### config.mk
export PLATFORM = sky130hd
export DESIGN_NAME = utx_top
export DESIGN_NICKNAME = d
export VERILOG_FILES = /design/src/inc/utx_pkg.sv /design/src/inc/utx_brg_if.sv /design/src/verilog/utx_brg.sv /design/src/verilog/utx_top.sv
export SDC_FILE = /design/constraint.sdc
export NUM_CORES = 1
export LEC_CHECK = 0
export BUFFER_PORTS_ARGS = -buffer_cell sky130_fd_sc_hd__buf_2
export CORE_MARGIN = 2
export CORE_UTILIZATION = 45
export CTS_BUF_LIST = sky130_fd_sc_hd__clkbuf_4
export CTS_CLUSTER_SIZE = 10
export DETAILED_ROUTE_END_ITERATION = 10
export HOLD_SLACK_MARGIN = 0.03
export PLACE_DENSITY = 0.66
export RECOVER_POWER = 50
export SETUP_SLACK_MARGIN = 0.4
export SYNTH_ARGS = -nofsm -noshare
export SYNTH_HDL_FRONTEND = slang
export SYNTH_HIERARCHICAL = 1
export SYNTH_SLANG_ARGS = --single-unit
### constraint.sdc
create_clock -name CLK -period 3 [get_ports CLK]
set_input_delay 0.15 -clock CLK [delete_from_list [all_inputs] [get_ports CLK]]
set_output_delay 0.15 -clock CLK [all_outputs]
set_load 0.02 [all_outputs]
### src/inc/utx_pkg.sv
// Package for the serial transmitter with driver enable.
// Assumes one system clock and a synchronous, active-high reset.

package utx_pkg;

    // ****************************************************************
    // Widths
    // ****************************************************************
    localparam int DATA_BITS   = 8;
    localparam int DIV_W       = 16;
    localparam int BITCNT_W    = 4;

    // ****************************************************************
    // Timing, in serial bit periods and system clocks
    // ****************************************************************
    // Driver enable leads the start bit by one bit period plus two system clocks.
    localparam int LEAD_BIT_PERIODS = 1;
    // Driver enable trails the last stop bit by this many system clocks.
    localparam int DE_TAIL_CYCLES   = 1;
    // A divisor of zero is treated as this value.
    localparam logic [DIV_W-1:0] DIV_MIN = 16'h0001;

    // ****************************************************************
    // Values after reset
    // ****************************************************************
    localparam logic RST_TXD        = 1'b1;
    localparam logic RST_EMPTY      = 1'b1;
    localparam logic RST_DRV_EN     = 1'b0;
    localparam logic [DIV_W-1:0] RST_DIV_CNT = 16'h0000;

    // ****************************************************************
    // Transmitter states, Gray coded along the frame
    // ****************************************************************
    typedef enum logic [2:0] {
        ST_IDLE  = 3'h0,
        ST_LEAD  = 3'h1,
        ST_START = 3'h3,
        ST_DATA  = 3'h2,
        ST_EXTRA = 3'h6,
        ST_STOP  = 3'h7,
        ST_TAIL  = 3'h5
    } utx_state_t;

endpackage : utx_pkg

### src/inc/utx_brg_if.sv
// Interface between the transmitter and its baud rate generator.
// Assumes both ends share the system clock.
`timescale 1ns/1ns
`default_nettype none

interface utx_brg_if;
    logic [utx_pkg::DIV_W-1:0] divisor;   // Bit period in system clocks.
    logic                      restart;   // Realign the bit timing.
    logic                      tick;      // One-cycle pulse per bit period.

    modport gen  (input divisor, input restart, output tick);
    modport user (output divisor, output restart, input tick);
endinterface : utx_brg_if

`default_nettype wire

### src/verilog/utx_brg.sv
// Baud rate generator: a down counter that pulses once per bit period.
// Assumes the divisor is held steady by software while a frame runs.
`timescale 1ns/1ns
`default_nettype none

module utx_brg
(
    input  wire logic  clk,
    input  wire logic  srst,
    utx_brg_if.gen     brg
);

    typedef struct packed {
        logic [utx_pkg::DIV_W-1:0] cnt;
        logic                      tick;
    } utx_brg_reg_t;

    utx_brg_reg_t r;
    utx_brg_reg_t next_r;
    logic [utx_pkg::DIV_W-1:0] reload;

    // ****************************************************************
    // Counter
    // ****************************************************************

    // A zero divisor would stall the line, so it runs at the fastest rate.
    always_comb
    begin
        reload = (brg.divisor == '0) ? utx_pkg::DIV_MIN : brg.divisor;
        next_r = r;
        next_r.tick = 1'b0;
        if (brg.restart)
        begin
            next_r.cnt = reload - utx_pkg::DIV_MIN;
        end
        else if (r.cnt == '0)
        begin
            next_r.cnt  = reload - utx_pkg::DIV_MIN;
            next_r.tick = 1'b1;
        end
        else
        begin
            next_r.cnt = r.cnt - utx_pkg::DIV_MIN;
        end
    end

    // State register.
    always_ff @(posedge clk)
    begin
        if (srst)
        begin
            r.cnt  <= utx_pkg::RST_DIV_CNT;
            r.tick <= 1'b0;
        end
        else
        begin
            r <= next_r;
        end
    end

    assign brg.tick = r.tick;

endmodule : utx_brg

`default_nettype wire

### src/verilog/utx_top.sv
// Transmit side of an asynchronous serial port with a driver enable.
// Assumes inputs synchronous to CLK and a pulse on TX_WRITE per byte.
//
// How it works
// - Empty flag is 1 when the holding register can take a byte, else 0.
// - A written byte moves to the shift register and goes out unaided.
// - Marker bit is 1 for address bytes, 0 for data, sent with the byte.
// - Multiprocessor select makes each character nine bits with the marker.
// - Even or odd parity is available only outside multiprocessor mode.
// - Characters start only while transmit enable is set.
// - With clear-to-send enabled, a high CTS_N holds off the next character.
// - Transmitter interrupt signals the holding register is free again.
// - Filtered receive: no interrupt for address bytes, first data byte flagged.
// - Driver enable, active high by default, covers the whole frame.
// - Writing a byte to the holding register raises driver enable once a character may start.
// - Driver enable leads the start bit by one bit period plus two system clocks.
// - Driver enable drops one system clock after the last stop bit.
// - A byte waiting at frame end keeps driver enable up between characters if a character may start.
// - A polarity bit selects the active level of driver enable.
// - Transmitter and receiver have separate interrupt requests.
// - With the serial function off, the baud generator acts as a timer.
// - Bit rate comes from a divisor in high and low byte registers.
`timescale 1ns/1ns
`default_nettype none

module utx_top
(
    input  wire logic       CLK,
    input  wire logic       SRST,
    input  wire logic [7:0] TX_DATA,
    input  wire logic       TX_WRITE,
    input  wire logic       TX_ENABLE,
    input  wire logic       SERIAL_ENABLE,
    input  wire logic       MULTIPROC_MODE_SELECT,
    input  wire logic       ADDR_MARKER_TX_BIT,
    input  wire logic       PARITY_ENABLE,
    input  wire logic       PARITY_ODD,
    input  wire logic       STOP_BITS_TWO,
    input  wire logic       CLEAR_TO_SEND_ENABLE,
    input  wire logic       CTS_N,
    input  wire logic       DRV_EN_POLARITY,
    input  wire logic [7:0] BAUD_HIGH,
    input  wire logic [7:0] BAUD_LOW,
    input  wire logic       RX_BYTE_DONE,
    input  wire logic       RX_IS_ADDR,
    input  wire logic       RX_ADDR_MATCH,
    output logic            TXD,
    output logic            DRV_EN_OUT,
    output logic            TX_REG_EMPTY,
    output logic            TX_IRQ,
    output logic            RX_IRQ,
    output logic            NEW_FRAME_FLAG,
    output logic            TIMER_IRQ
);

    // ****************************************************************
    // State
    // ****************************************************************
    typedef struct packed {
        utx_pkg::utx_state_t              st;
        logic [utx_pkg::DATA_BITS:0]      shreg;
        logic [utx_pkg::BITCNT_W-1:0]     bitcnt;
        logic                             extra;
        logic                             stop2;
        logic [utx_pkg::DATA_BITS-1:0]    hold_data;
        logic                             hold_mark;
        logic                             empty;
        logic                             txd;
        logic                             drv_en;
        logic                             tx_irq;
        logic                             rx_irq;
        logic                             new_frame;
        logic                             frame_open;
        logic                             first_pending;
        logic                             timer_irq;
        logic                             brg_restart;
    } utx_reg_t;

    utx_reg_t r;
    utx_reg_t next_r;

    utx_brg_if brg_bus ();

    logic       tick;
    logic       load;
    logic       de_raw;
    logic [7:0] ld_data;

    // ****************************************************************
    // Helper functions
    // ****************************************************************

    // A character may begin only when enabled and not held off by CTS.
    function automatic logic may_start(input logic ten, input logic cts_en,
                                       input logic cts_n, input logic ser_en);
        may_start = ten && ser_en && !(cts_en && cts_n);
    endfunction

    // Ninth bit: marker in multiprocessor mode, else parity.
    function automatic logic ninth_bit(input logic [7:0] d, input logic mp,
                                       input logic mark, input logic odd);
        if (mp)
        begin
            ninth_bit = mark;
        end
        else
        begin
            ninth_bit = (^d) ^ odd;
        end
    endfunction

    // ****************************************************************
    // Baud rate generator
    // ****************************************************************

    // The divisor is the two byte registers side by side.
    assign brg_bus.divisor = {BAUD_HIGH, BAUD_LOW};
    assign brg_bus.restart = r.brg_restart;
    assign tick            = brg_bus.tick;

    utx_brg u_brg
    (
        .clk  (CLK),
        .srst (SRST),
        .brg  (brg_bus)
    );

    // ****************************************************************
    // Next state
    // ****************************************************************

    // Frame sequencing, holding register, and the interrupt pulses.
    always_comb
    begin
        next_r             = r;
        next_r.tx_irq      = 1'b0;
        next_r.rx_irq      = 1'b0;
        next_r.timer_irq   = 1'b0;
        next_r.brg_restart = 1'b0;
        load               = 1'b0;
        ld_data            = r.hold_data;

        case (r.st)
            // Idle line; a waiting byte opens a frame with the lead period.
            utx_pkg::ST_IDLE:
            begin
                if (!r.empty && may_start(TX_ENABLE, CLEAR_TO_SEND_ENABLE,
                                          CTS_N, SERIAL_ENABLE))
                begin
                    next_r.st          = utx_pkg::ST_LEAD;
                    next_r.brg_restart = 1'b1;
                end
            end
            // A tick left from before the restart would cut the lead short.
            utx_pkg::ST_LEAD:
            begin
                if (tick && !r.brg_restart)
                begin
                    load      = 1'b1;
                    next_r.st = utx_pkg::ST_START;
                end
            end
            utx_pkg::ST_START:
            begin
                if (tick)
                begin
                    next_r.st     = utx_pkg::ST_DATA;
                    next_r.bitcnt = '0;
                end
            end
            // Data leaves least significant bit first.
            utx_pkg::ST_DATA:
            begin
                if (tick)
                begin
                    next_r.shreg  = {1'b1, r.shreg[utx_pkg::DATA_BITS:1]};
                    next_r.bitcnt = r.bitcnt + 4'h1;
                    if (r.bitcnt == 4'(utx_pkg::DATA_BITS - 1))
                    begin
                        next_r.st = r.extra ? utx_pkg::ST_EXTRA
                                            : utx_pkg::ST_STOP;
                    end
                end
            end
            utx_pkg::ST_EXTRA:
            begin
                if (tick)
                begin
                    next_r.st = utx_pkg::ST_STOP;
                end
            end
            // After the last stop a waiting byte follows at once if a character may start.
            utx_pkg::ST_STOP:
            begin
                if (tick)
                begin
                    if (r.stop2)
                    begin
                        next_r.stop2 = 1'b0;
                    end
                    else if (!r.empty && may_start(TX_ENABLE,
                             CLEAR_TO_SEND_ENABLE, CTS_N, SERIAL_ENABLE))
                    begin
                        load      = 1'b1;
                        next_r.st = utx_pkg::ST_START;
                    end
                    else
                    begin
                        next_r.st = utx_pkg::ST_TAIL;
                    end
                end
            end
            // One clock of tail with the line idle, then release.
            utx_pkg::ST_TAIL:
            begin
                next_r.st = utx_pkg::ST_IDLE;
            end
            default:
            begin
                next_r.st = utx_pkg::ST_IDLE;
            end
        endcase

        // Loading the shift register frees the holding register.
        if (load)
        begin
            next_r.shreg = {ninth_bit(ld_data, MULTIPROC_MODE_SELECT,
                                      r.hold_mark, PARITY_ODD), ld_data};
            next_r.extra = MULTIPROC_MODE_SELECT || PARITY_ENABLE;
            next_r.stop2 = STOP_BITS_TWO;
            next_r.empty = 1'b1;
            next_r.tx_irq = 1'b1;
        end

        // A write while full is dropped unless a load frees the register that cycle; software polls the empty flag.
        if (TX_WRITE && (r.empty || load))
        begin
            next_r.hold_data = TX_DATA;
            next_r.hold_mark = ADDR_MARKER_TX_BIT;
            next_r.empty     = 1'b0;
        end

        // Line level follows the state being entered.
        case (next_r.st)
            utx_pkg::ST_START: next_r.txd = 1'b0;
            utx_pkg::ST_DATA:  next_r.txd = next_r.shreg[0];
            // After eight shifts the marker or parity bit sits at the bottom.
            utx_pkg::ST_EXTRA: next_r.txd = next_r.shreg[0];
            default:           next_r.txd = 1'b1;
        endcase

        // Driver enable covers lead, frame and one tail clock.
        de_raw = (next_r.st != utx_pkg::ST_IDLE);
        next_r.drv_en = de_raw ^ DRV_EN_POLARITY;

        // Address filtering: addresses open or close a frame silently.
        if (RX_BYTE_DONE)
        begin
            if (RX_IS_ADDR)
            begin
                next_r.frame_open    = RX_ADDR_MATCH;
                next_r.first_pending = RX_ADDR_MATCH;
            end
            else if (r.frame_open)
            begin
                next_r.rx_irq        = 1'b1;
                next_r.new_frame     = r.first_pending;
                next_r.first_pending = 1'b0;
            end
        end

        // With the serial function off the generator is a plain timer.
        if (!SERIAL_ENABLE && tick)
        begin
            next_r.timer_irq = 1'b1;
        end
    end

    // ****************************************************************
    // Registers
    // ****************************************************************

    // All state updates on every edge; reset forces an idle line.
    always_ff @(posedge CLK)
    begin
        if (SRST)
        begin
            r.st            <= utx_pkg::ST_IDLE;
            r.shreg         <= '1;
            r.bitcnt        <= '0;
            r.extra         <= 1'b0;
            r.stop2         <= 1'b0;
            r.hold_data     <= '0;
            r.hold_mark     <= 1'b0;
            r.empty         <= utx_pkg::RST_EMPTY;
            r.txd           <= utx_pkg::RST_TXD;
            r.drv_en        <= utx_pkg::RST_DRV_EN;
            r.tx_irq        <= 1'b0;
            r.rx_irq        <= 1'b0;
            r.new_frame     <= 1'b0;
            r.frame_open    <= 1'b0;
            r.first_pending <= 1'b0;
            r.timer_irq     <= 1'b0;
            r.brg_restart   <= 1'b0;
        end
        else
        begin
            r <= next_r;
        end
    end

    // ****************************************************************
    // Outputs
    // ****************************************************************

    // Every output is a flip-flop of the state record.
    assign TXD            = r.txd;
    assign DRV_EN_OUT     = r.drv_en;
    assign TX_REG_EMPTY   = r.empty;
    assign TX_IRQ         = r.tx_irq;
    assign RX_IRQ         = r.rx_irq;
    assign NEW_FRAME_FLAG = r.new_frame;
    assign TIMER_IRQ      = r.timer_irq;

endmodule : utx_top

`default_nettype wire
==> qor.yml, run 1 <==
ys.warnings.count: 6
max-clock-path-buffers: 2
worst_skew_pair.late_latency_ns: 0.37
timing.critical_path.to: "u_brg/r[4]"
grt-ovfl-total: 0
crit_slowest_cell: "sky130_fd_sc_hd__or4_4"
switching_share_pct: 35.0
clock_sinks: 54
grt_pass1_vias: 2286
cts.repair.resized: 0
critical_path.max_fanout: 26
grt_antenna_before_repair: 0
gr-usage-met1_pct: 22.7
routedWlPerCell_um: 13.5
end_kind: "flop"
power.combinational.fraction_pct: 36.7
chipWidth_um: 84.0
grt_first_pass_wirelength_um: 10200
die_y_um: 84.0
min-delay-path-class: "primary input to flop"
ys_seq_elements: 54
cts.root.buffer_cell: "sky130_fd_sc_hd__clkbuf_4"
cts-buffers-inserted: 5
seq_area_um2: 1080
drc: 0
dominantRegCellSynth: "sky130_fd_sc_hd__dfxtp_1"
final.period_utilization_pct: 82.1
place.detailed.hpwl_um: 4240
final_layout_worst_hold_slack_ns: 0.0442
yosysTopAreaCell: "sky130_fd_sc_hd__dfxtp_1"
netlist_area_before_placement_um2: 2880
areaGrowthSynthToFinish_pct: 12.4
avgViaCountPerCell: 5.49
cpPeakStageDelay_ns: 0.54
cellLeakagePower_nw: 1.31
clkTransAtPathRegs_ns: 0.14
cellInternalPower_mw: 1.26
routed_wirelength_um: 5990
tritoncts: "built"
final.setup_skew_ns: 0.00655
cell_area_after_layout_um2: 3230
setup-tns-final_ns: 0
share_clk_of_total_power_pct: 15.6
detailroute.via_count: 2427
postRouteAntennaNets: 0
drv.max_cap_violation_count: 1
dp.cells: 421
failing_checks: "max-capacitance violations, max-slew violations"
timing.reg2reg.worst_path_depth: 5
post_layout_nonfiller_instances: 442
status: "finished with violations"
placed_cell_area_um2: 3070
std_cell_rows: 29
crit_buf_inv: 0
timing.final.hold_violations: 0
switching_power_uw: 679
global_route.usage.met2_pct: 29.2
cts_max_level: 2
grt_start_max_net_pins: 55
starting_density_pct: 45.8
reg2reg_from: "u_brg/r[12]"
async_reset_ff_share_pct: 0
setup.worst_path.class: "flop to flop"
power.sequential.fraction_pct: 47.7
max_slew_headroom_at_the_worst_pin_pct: -58.0
nNetsFinal: 408
critical_path_required_ns: 3.15
synth.most_common_cell: "sky130_fd_sc_hd__dfxtp_1"
length_of_the_first_detailed_routing_pass_in_iterations: 4
final_core_util_pct: 51.5
setup_viol: 0
timing.critical_path.cells: "or4_4 -> or3_4 -> o21ba_1 -> a21oi_1 -> a221oi_2"
n_antenna_cell: 0
data_arrival_time_of_the_critical_path_ns: 2.61
synth_fp_nets: 360
crit-reg2reg-capture: "u_brg/r[4]"
synthDominantCellAreaShare_pct: 37.6
postCtsSetupRepairBufs: 0
synth_edf_count: 0
syn-instance-count: 316
synth.avg_cell_area_um2: 9.10
design.die.area_um2: 7050
grtUsageTotal_pct: 17.3
post-route-worst-setup-slack_ns: 0.538
number_of_inserted_filler_cells_in_the_final_layout: 627
crit_start: "u_brg/r[12]"
netlist_top_cells_count: "sky130_fd_sc_hd__dfxtp_1, sky130_fd_sc_hd__nor2_1, sky130_fd_sc_hd__xnor2_1, sky130_fd_sc_hd__nand2_1, sky130_fd_sc_hd__nor3_1"
busiest_layer: "met2"
multi_input_gate_area_um2: 1610
placement.setup.worst_slack_ns: 0.451
critical_path.startpoint_type: "flop"
worstSetupPathDepth: 5
io_pins: 47
vdd_drop_max_v: 0.000282
reg2reg_setup_slack_ns: 0.54
path_delay_family: "compound AO/OA/AOI/OAI gates"
placeableCoreArea_um2: 6280
pwr_density_cell_nw_per_um2: 600
routabilityCongestion: 0.784
drt_iter0_markers: 80
post_synth_num_cell_types: 62
transition_time_at_the_pin_with_the_least_slew_margin_ns: 2.37
yosys-top-cells-area: "sky130_fd_sc_hd__dfxtp_1, sky130_fd_sc_hd__nor2_1, sky130_fd_sc_hd__xnor2_1, sky130_fd_sc_hd__mux2i_1, sky130_fd_sc_hd__xor2_1"
report.power.total_mw: 1.94
highest_achievable_clock_rate_mhz: 406
post-route-min-period_ns: 2.46
synth-seq-area-share_pct: 37.6
share_of_cells_above_drive_strength_1_pct: 17.3
met3_usage_pct: 2.67
cts_hold_buf: 13
numPortBuffers: 46
grt_setup_unrepaired: "false"
final-max-slew-violation-count: 55
==> final cells by class <==
class / instances / area share, %
repair buffers: 59 / 10.8
multi-input cells: 232 / 49.9
clock inverters: 3 / 0.348
well taps: 77 / 2.98
clock buffers: 5 / 1.16
flip-flops and latches: 54 / 33.4
inverters: 12 / 1.39
==> state kept, by name, indices dropped and copies added, names as in the netlist <==
| name | flops |
|---|---|
| TX_REG_EMPTY | 1 |
| u_brg/brg.tick | 1 |
| brg_bus.restart | 1 |
| ld_data | 8 |
| TXD | 1 |
| DRV_EN_OUT | 1 |
| TX_IRQ | 1 |
| r | 21 |
| TIMER_IRQ | 1 |
| NEW_FRAME_FLAG | 1 |
| u_brg/r | 16 |
| RX_IRQ | 1 |
==> layer usage <==
| layer | part of all wire [%] | vias to the layer above |
|---|---|---|
| li1 | - | 1231 |
| met1 | 48 | 1152 |
| met2 | 48 | 36 |
| met3 | 2.7 | 8 |
| met4 | 1.3 | 0 |
| met5 | 0 | - |
==> tightest hold or removal path, stage by stage <==
cell and delay (ns):
sky130_fd_sc_hd__buf_2 0.09, sky130_fd_sc_hd__a21o_1 0.09, sky130_fd_sc_hd__a21oi_2 0.04
==> cells by family (layout without fill, tap and decap cells) <==
group | after synthesis | in the layout | share of synthesized area (%)
xor gates and xnor gates | 28 | 28 | 9.00
DFF | 54 | 54 | 37.6
buffers and inverters | 30 | 79 | 6.31
adders and majority gates | 4 | 4 | 1.74
muxes | 13 | 13 | 4.57
AOI/OAI and AO/OA | 62 | 62 | 15.8
and+or+nand+nor | 125 | 125 | 25.0
==> worst min-delay path by stage <==
stage	from	endpoint	slack (ns)	cells past startpoint
after CTS	DRV_EN_POLARITY	DRV_EN_OUT	0.04	3
final	DRV_EN_POLARITY	DRV_EN_OUT	0.04	3
after detailed placement	SERIAL_ENABLE	TIMER_IRQ	0.34	2
after global routing	DRV_EN_POLARITY	DRV_EN_OUT	0.03	3
after global placement	SERIAL_ENABLE	TIMER_IRQ	0.34	2
after floorplan	SRST	u_brg/r[4]	0.22	1
==> layout by cell type, fill, tap and decap left out, types with 5 or more instances in the layout <==
cell                             n
sky130_fd_sc_hd__a221oi_1        7
sky130_fd_sc_hd__dlygate4sd3_1  13
sky130_fd_sc_hd__or4_1           5
sky130_fd_sc_hd__xor2_1         11
sky130_fd_sc_hd__xnor2_1        16
sky130_fd_sc_hd__nand3_1         5
sky130_fd_sc_hd__a211oi_1        8
sky130_fd_sc_hd__a21oi_1        10
sky130_fd_sc_hd__nor4_1          8
sky130_fd_sc_hd__or3_1           7
sky130_fd_sc_hd__nand3b_1        5
sky130_fd_sc_hd__buf_2          38
sky130_fd_sc_hd__o21ai_0        13
sky130_fd_sc_hd__nand2_1        15
sky130_fd_sc_hd__dfxtp_1        54
sky130_fd_sc_hd__clkbuf_4        5
sky130_fd_sc_hd__clkbuf_1        8
sky130_fd_sc_hd__mux2i_1        12
sky130_fd_sc_hd__inv_1          12
sky130_fd_sc_hd__nor2_1         41
sky130_fd_sc_hd__nor3_1         15
==> power by group through the flow <==
stage | sequential, mW | clock, mW | combinational [mW]
2_1_floorplan | 0.922 | 0 | 0.593
3_3_place_gp | 0.939 | 0 | 0.683
3_5_place_dp | 0.941 | 0 | 0.696
4_1_cts | 0.926 | 0.316 | 0.713
5_1_grt | 0.942 | 0.340 | 0.793
6_report | 0.925 | 0.303 | 0.713
No activity file was read; power rests on OpenSTA's default activity.
==> run 2, diff against run 1 <==
ABC_AREA = 1   (was not set)
PLACE_DENSITY = 0.68   (was 0.66)
clock period = 2.19 ns   (was 3 ns; I/O delays follow)
==> run 2 against run 1 <==
  * The flow now finishes without violations
  * Register-to-register slack worse by 0.12 ns
  * Sequential share of layout area down 5.3 points
  * Via count up 31%
  * Highest routed layer unchanged
==> qor.yml, run 2 <==
grt_antenna_before_repair: 0
max-clock-path-buffers: 2
cts-buffers-inserted: 5
std_cell_rows: 30
seq_area_um2: 1080
grt-ovfl-total: 0
critical_path.startpoint_type: "primary input"
post-route-min-period_ns: 1.79
synth-seq-area-share_pct: 33.4
async_reset_ff_share_pct: 0
clkTransAtPathRegs_ns: 0.16
worst_hold_path.num_cells: 4
transition_time_at_the_pin_with_the_least_slew_margin_ns: 0.485
post_synth_num_cell_types: 42
yosys-top-cells-area: "sky130_fd_sc_hd__dfxtp_1, sky130_fd_sc_hd__nand2_1, sky130_fd_sc_hd__nor2_1, sky130_fd_sc_hd__nand3_1, sky130_fd_sc_hd__inv_1"
timing.reg2reg.worst_path_depth: 9
mostFrequentLayoutCell: "sky130_fd_sc_hd__nand2_1"
tritoncts: "built"
setup-tns-final_ns: 0
io_pins: 47
grt_setup_unrepaired: "false"
netlist_top_cells_count: "sky130_fd_sc_hd__nand2_1, sky130_fd_sc_hd__nor2_1, sky130_fd_sc_hd__dfxtp_1, sky130_fd_sc_hd__inv_1, sky130_fd_sc_hd__nand3_1"
synth_edf_count: 0
max_reg_flops: 21
worst_skew_pair.late_latency_ns: 0.38
design.die.area_um2: 7880
min-delay-path-class: "primary input to flop"
drt_iter0_markers: 103
timing.final.hold_violations: 0
place.detailed.hpwl_um: 5500
critical_path.max_fanout: 3
cellLeakagePower_nw: 1.78
crit_buf_inv: 4
path_delay_family: "buffers and inverters"
grtUsageTotal_pct: 19.7
areaGrowthSynthToFinish_pct: 19.0
post-route-worst-setup-slack_ns: 0.404
timing.critical_path.cells: "dlygate4sd3_1 -> clkbuf_1 -> nand3_1 -> dlygate4sd3_1 -> a21oi_2 -> dlygate4sd3_1"
die_y_um: 88.8
routedWlPerCell_um: 11.2
grt_pass1_vias: 2925
final_core_util_pct: 56.0
numPortBuffers: 46
n_antenna_cell: 0
drv.max_cap_violation_count: 0
synth.avg_cell_area_um2: 6.79
clock_sinks: 54
regMostFlops: "r"
drc: 0
routabilityCongestion: 0.870
reg2reg_setup_slack_ns: 0.42
detailroute.via_count: 3173
routed_wirelength_um: 7260
placed_cell_area_um2: 3530
max_slew_headroom_at_the_worst_pin_pct: 67.6
multi_input_gate_area_um2: 1830
end_kind: "flop"
dominantRegCellSynth: "sky130_fd_sc_hd__dfxtp_1"
pwr_density_cell_nw_per_um2: 802
synth_fp_nets: 520
postRouteAntennaNets: 0
ys_seq_elements: 54
avgViaCountPerCell: 4.90
cts.root.buffer_cell: "sky130_fd_sc_hd__clkbuf_4"
highest_achievable_clock_rate_mhz: 560
cell_area_after_layout_um2: 3850
worstSetupPathDepth: 6
nNetsFinal: 595
vdd_drop_max_v: 0.000334
starting_density_pct: 47.1
setup_viol: 0
synthDominantCellAreaShare_pct: 33.4
netlist_area_before_placement_um2: 3230
yosysTopAreaCell: "sky130_fd_sc_hd__dfxtp_1"
crit_slowest_cell: "sky130_fd_sc_hd__dlygate4sd3_1"
data_arrival_time_of_the_critical_path_ns: 2.12
number_of_inserted_filler_cells_in_the_final_layout: 699
placement.setup.worst_slack_ns: 0.353
most-common-layout-cells: "sky130_fd_sc_hd__nand2_1, sky130_fd_sc_hd__nor2_1, sky130_fd_sc_hd__dfxtp_1"
critical_path_required_ns: 2.53
placeableCoreArea_um2: 6870
cpPeakStageDelay_ns: 0.59
chipWidth_um: 88.8
cts_max_level: 2
ys.warnings.count: 6
final.setup_skew_ns: 0.0147
synth.most_common_cell: "sky130_fd_sc_hd__nand2_1"
syn-instance-count: 476
share_of_cells_above_drive_strength_1_pct: 18.1
length_of_the_first_detailed_routing_pass_in_iterations: 6
worst_path_most_repeated_cell: "sky130_fd_sc_hd__dlygate4sd3_1"
setup.worst_path.class: "primary input to flop"
grt_first_pass_wirelength_um: 12400
status: "completed"
grt_start_max_net_pins: 19
final-max-slew-violation-count: 0
final.period_utilization_pct: 81.6
==> run 2: report_power, final <==
group          total, mW  internal (mW)  leakage [nW]  switching, mW
registers           1.23           1.12         0.442          0.111
logic               1.29          0.532          1.29          0.760
clock network      0.568          0.241        0.0432          0.327
total               3.09           1.89          1.78           1.20
==> run 2: path summary, 6_finish.rpt <==
kind                        from         end
hold reg to reg            r[27]       r[27]
setup / recovery    RX_BYTE_DONE        r[3]
setup reg to reg  u_brg/brg.tick         TXD
hold / removal       BAUD_LOW[0]  u_brg/r[1]
==> run 2: metrics by stage <==
step	power, mW	cells	hold WS (ns)
3_3_place_gp	2.44	612	0.315
5_1_grt	3.34	648	0.0620
2_1_floorplan	2.25	476	0.189
3_5_place_dp	2.48	612	0.317
6_report	3.09	648	0.0568
4_1_cts	3.08	642	0.0397
==> run 2: timing repair <==
action                                  in CTS  in global routing
endpoints found under the setup margin       0                 13
resized for setup                            0                  4
buffers inserted                             0                  6
hold buffers                                22                  0
endpoints found under the hold margin       18                  0
==> run 2: layout make-up <==
type	count	share of cell area, %
Inverter	57	5.69
Timing Repair Buffer	77	13.5
Sequential cell	54	28.1
Clock buffer	5	0.976
Tap cell	96	3.12
Multi-Input combinational cell	356	47.5
Clock inverter	3	1.11
==> run 2: worst reg2reg max path: cells and delay by family, from the launching register on <==
kind / cells / cell delay, ns
buffers and inverters: 2 / 0.26
DFF: 1 / 0.47
and+or+nand+nor: 7 / 0.97
==> run 2: kinds of logic (layout without fill, tap and decap cells) <==
kind of cell / after synthesis / in the layout / share of synthesized area [%]
compound gates: 66 / 66 / 12.2
xor+xnor: 14 / 14 / 3.79
fa+ha+maj: 4 / 4 / 1.55
buf+inv: 66 / 142 / 9.13
flops: 54 / 54 / 33.4
mux: 1 / 1 / 0.309
simple gates: 271 / 271 / 39.6
==> run 2: metal layers <==
metal  GRT usage, %  wire, µm  vias up
met3           3.17       231       12
met2           34.3      3430       62
li1               -         -     1677
met5              0         0        -
met1           24.4      3460     1422
met4           7.16       129        0
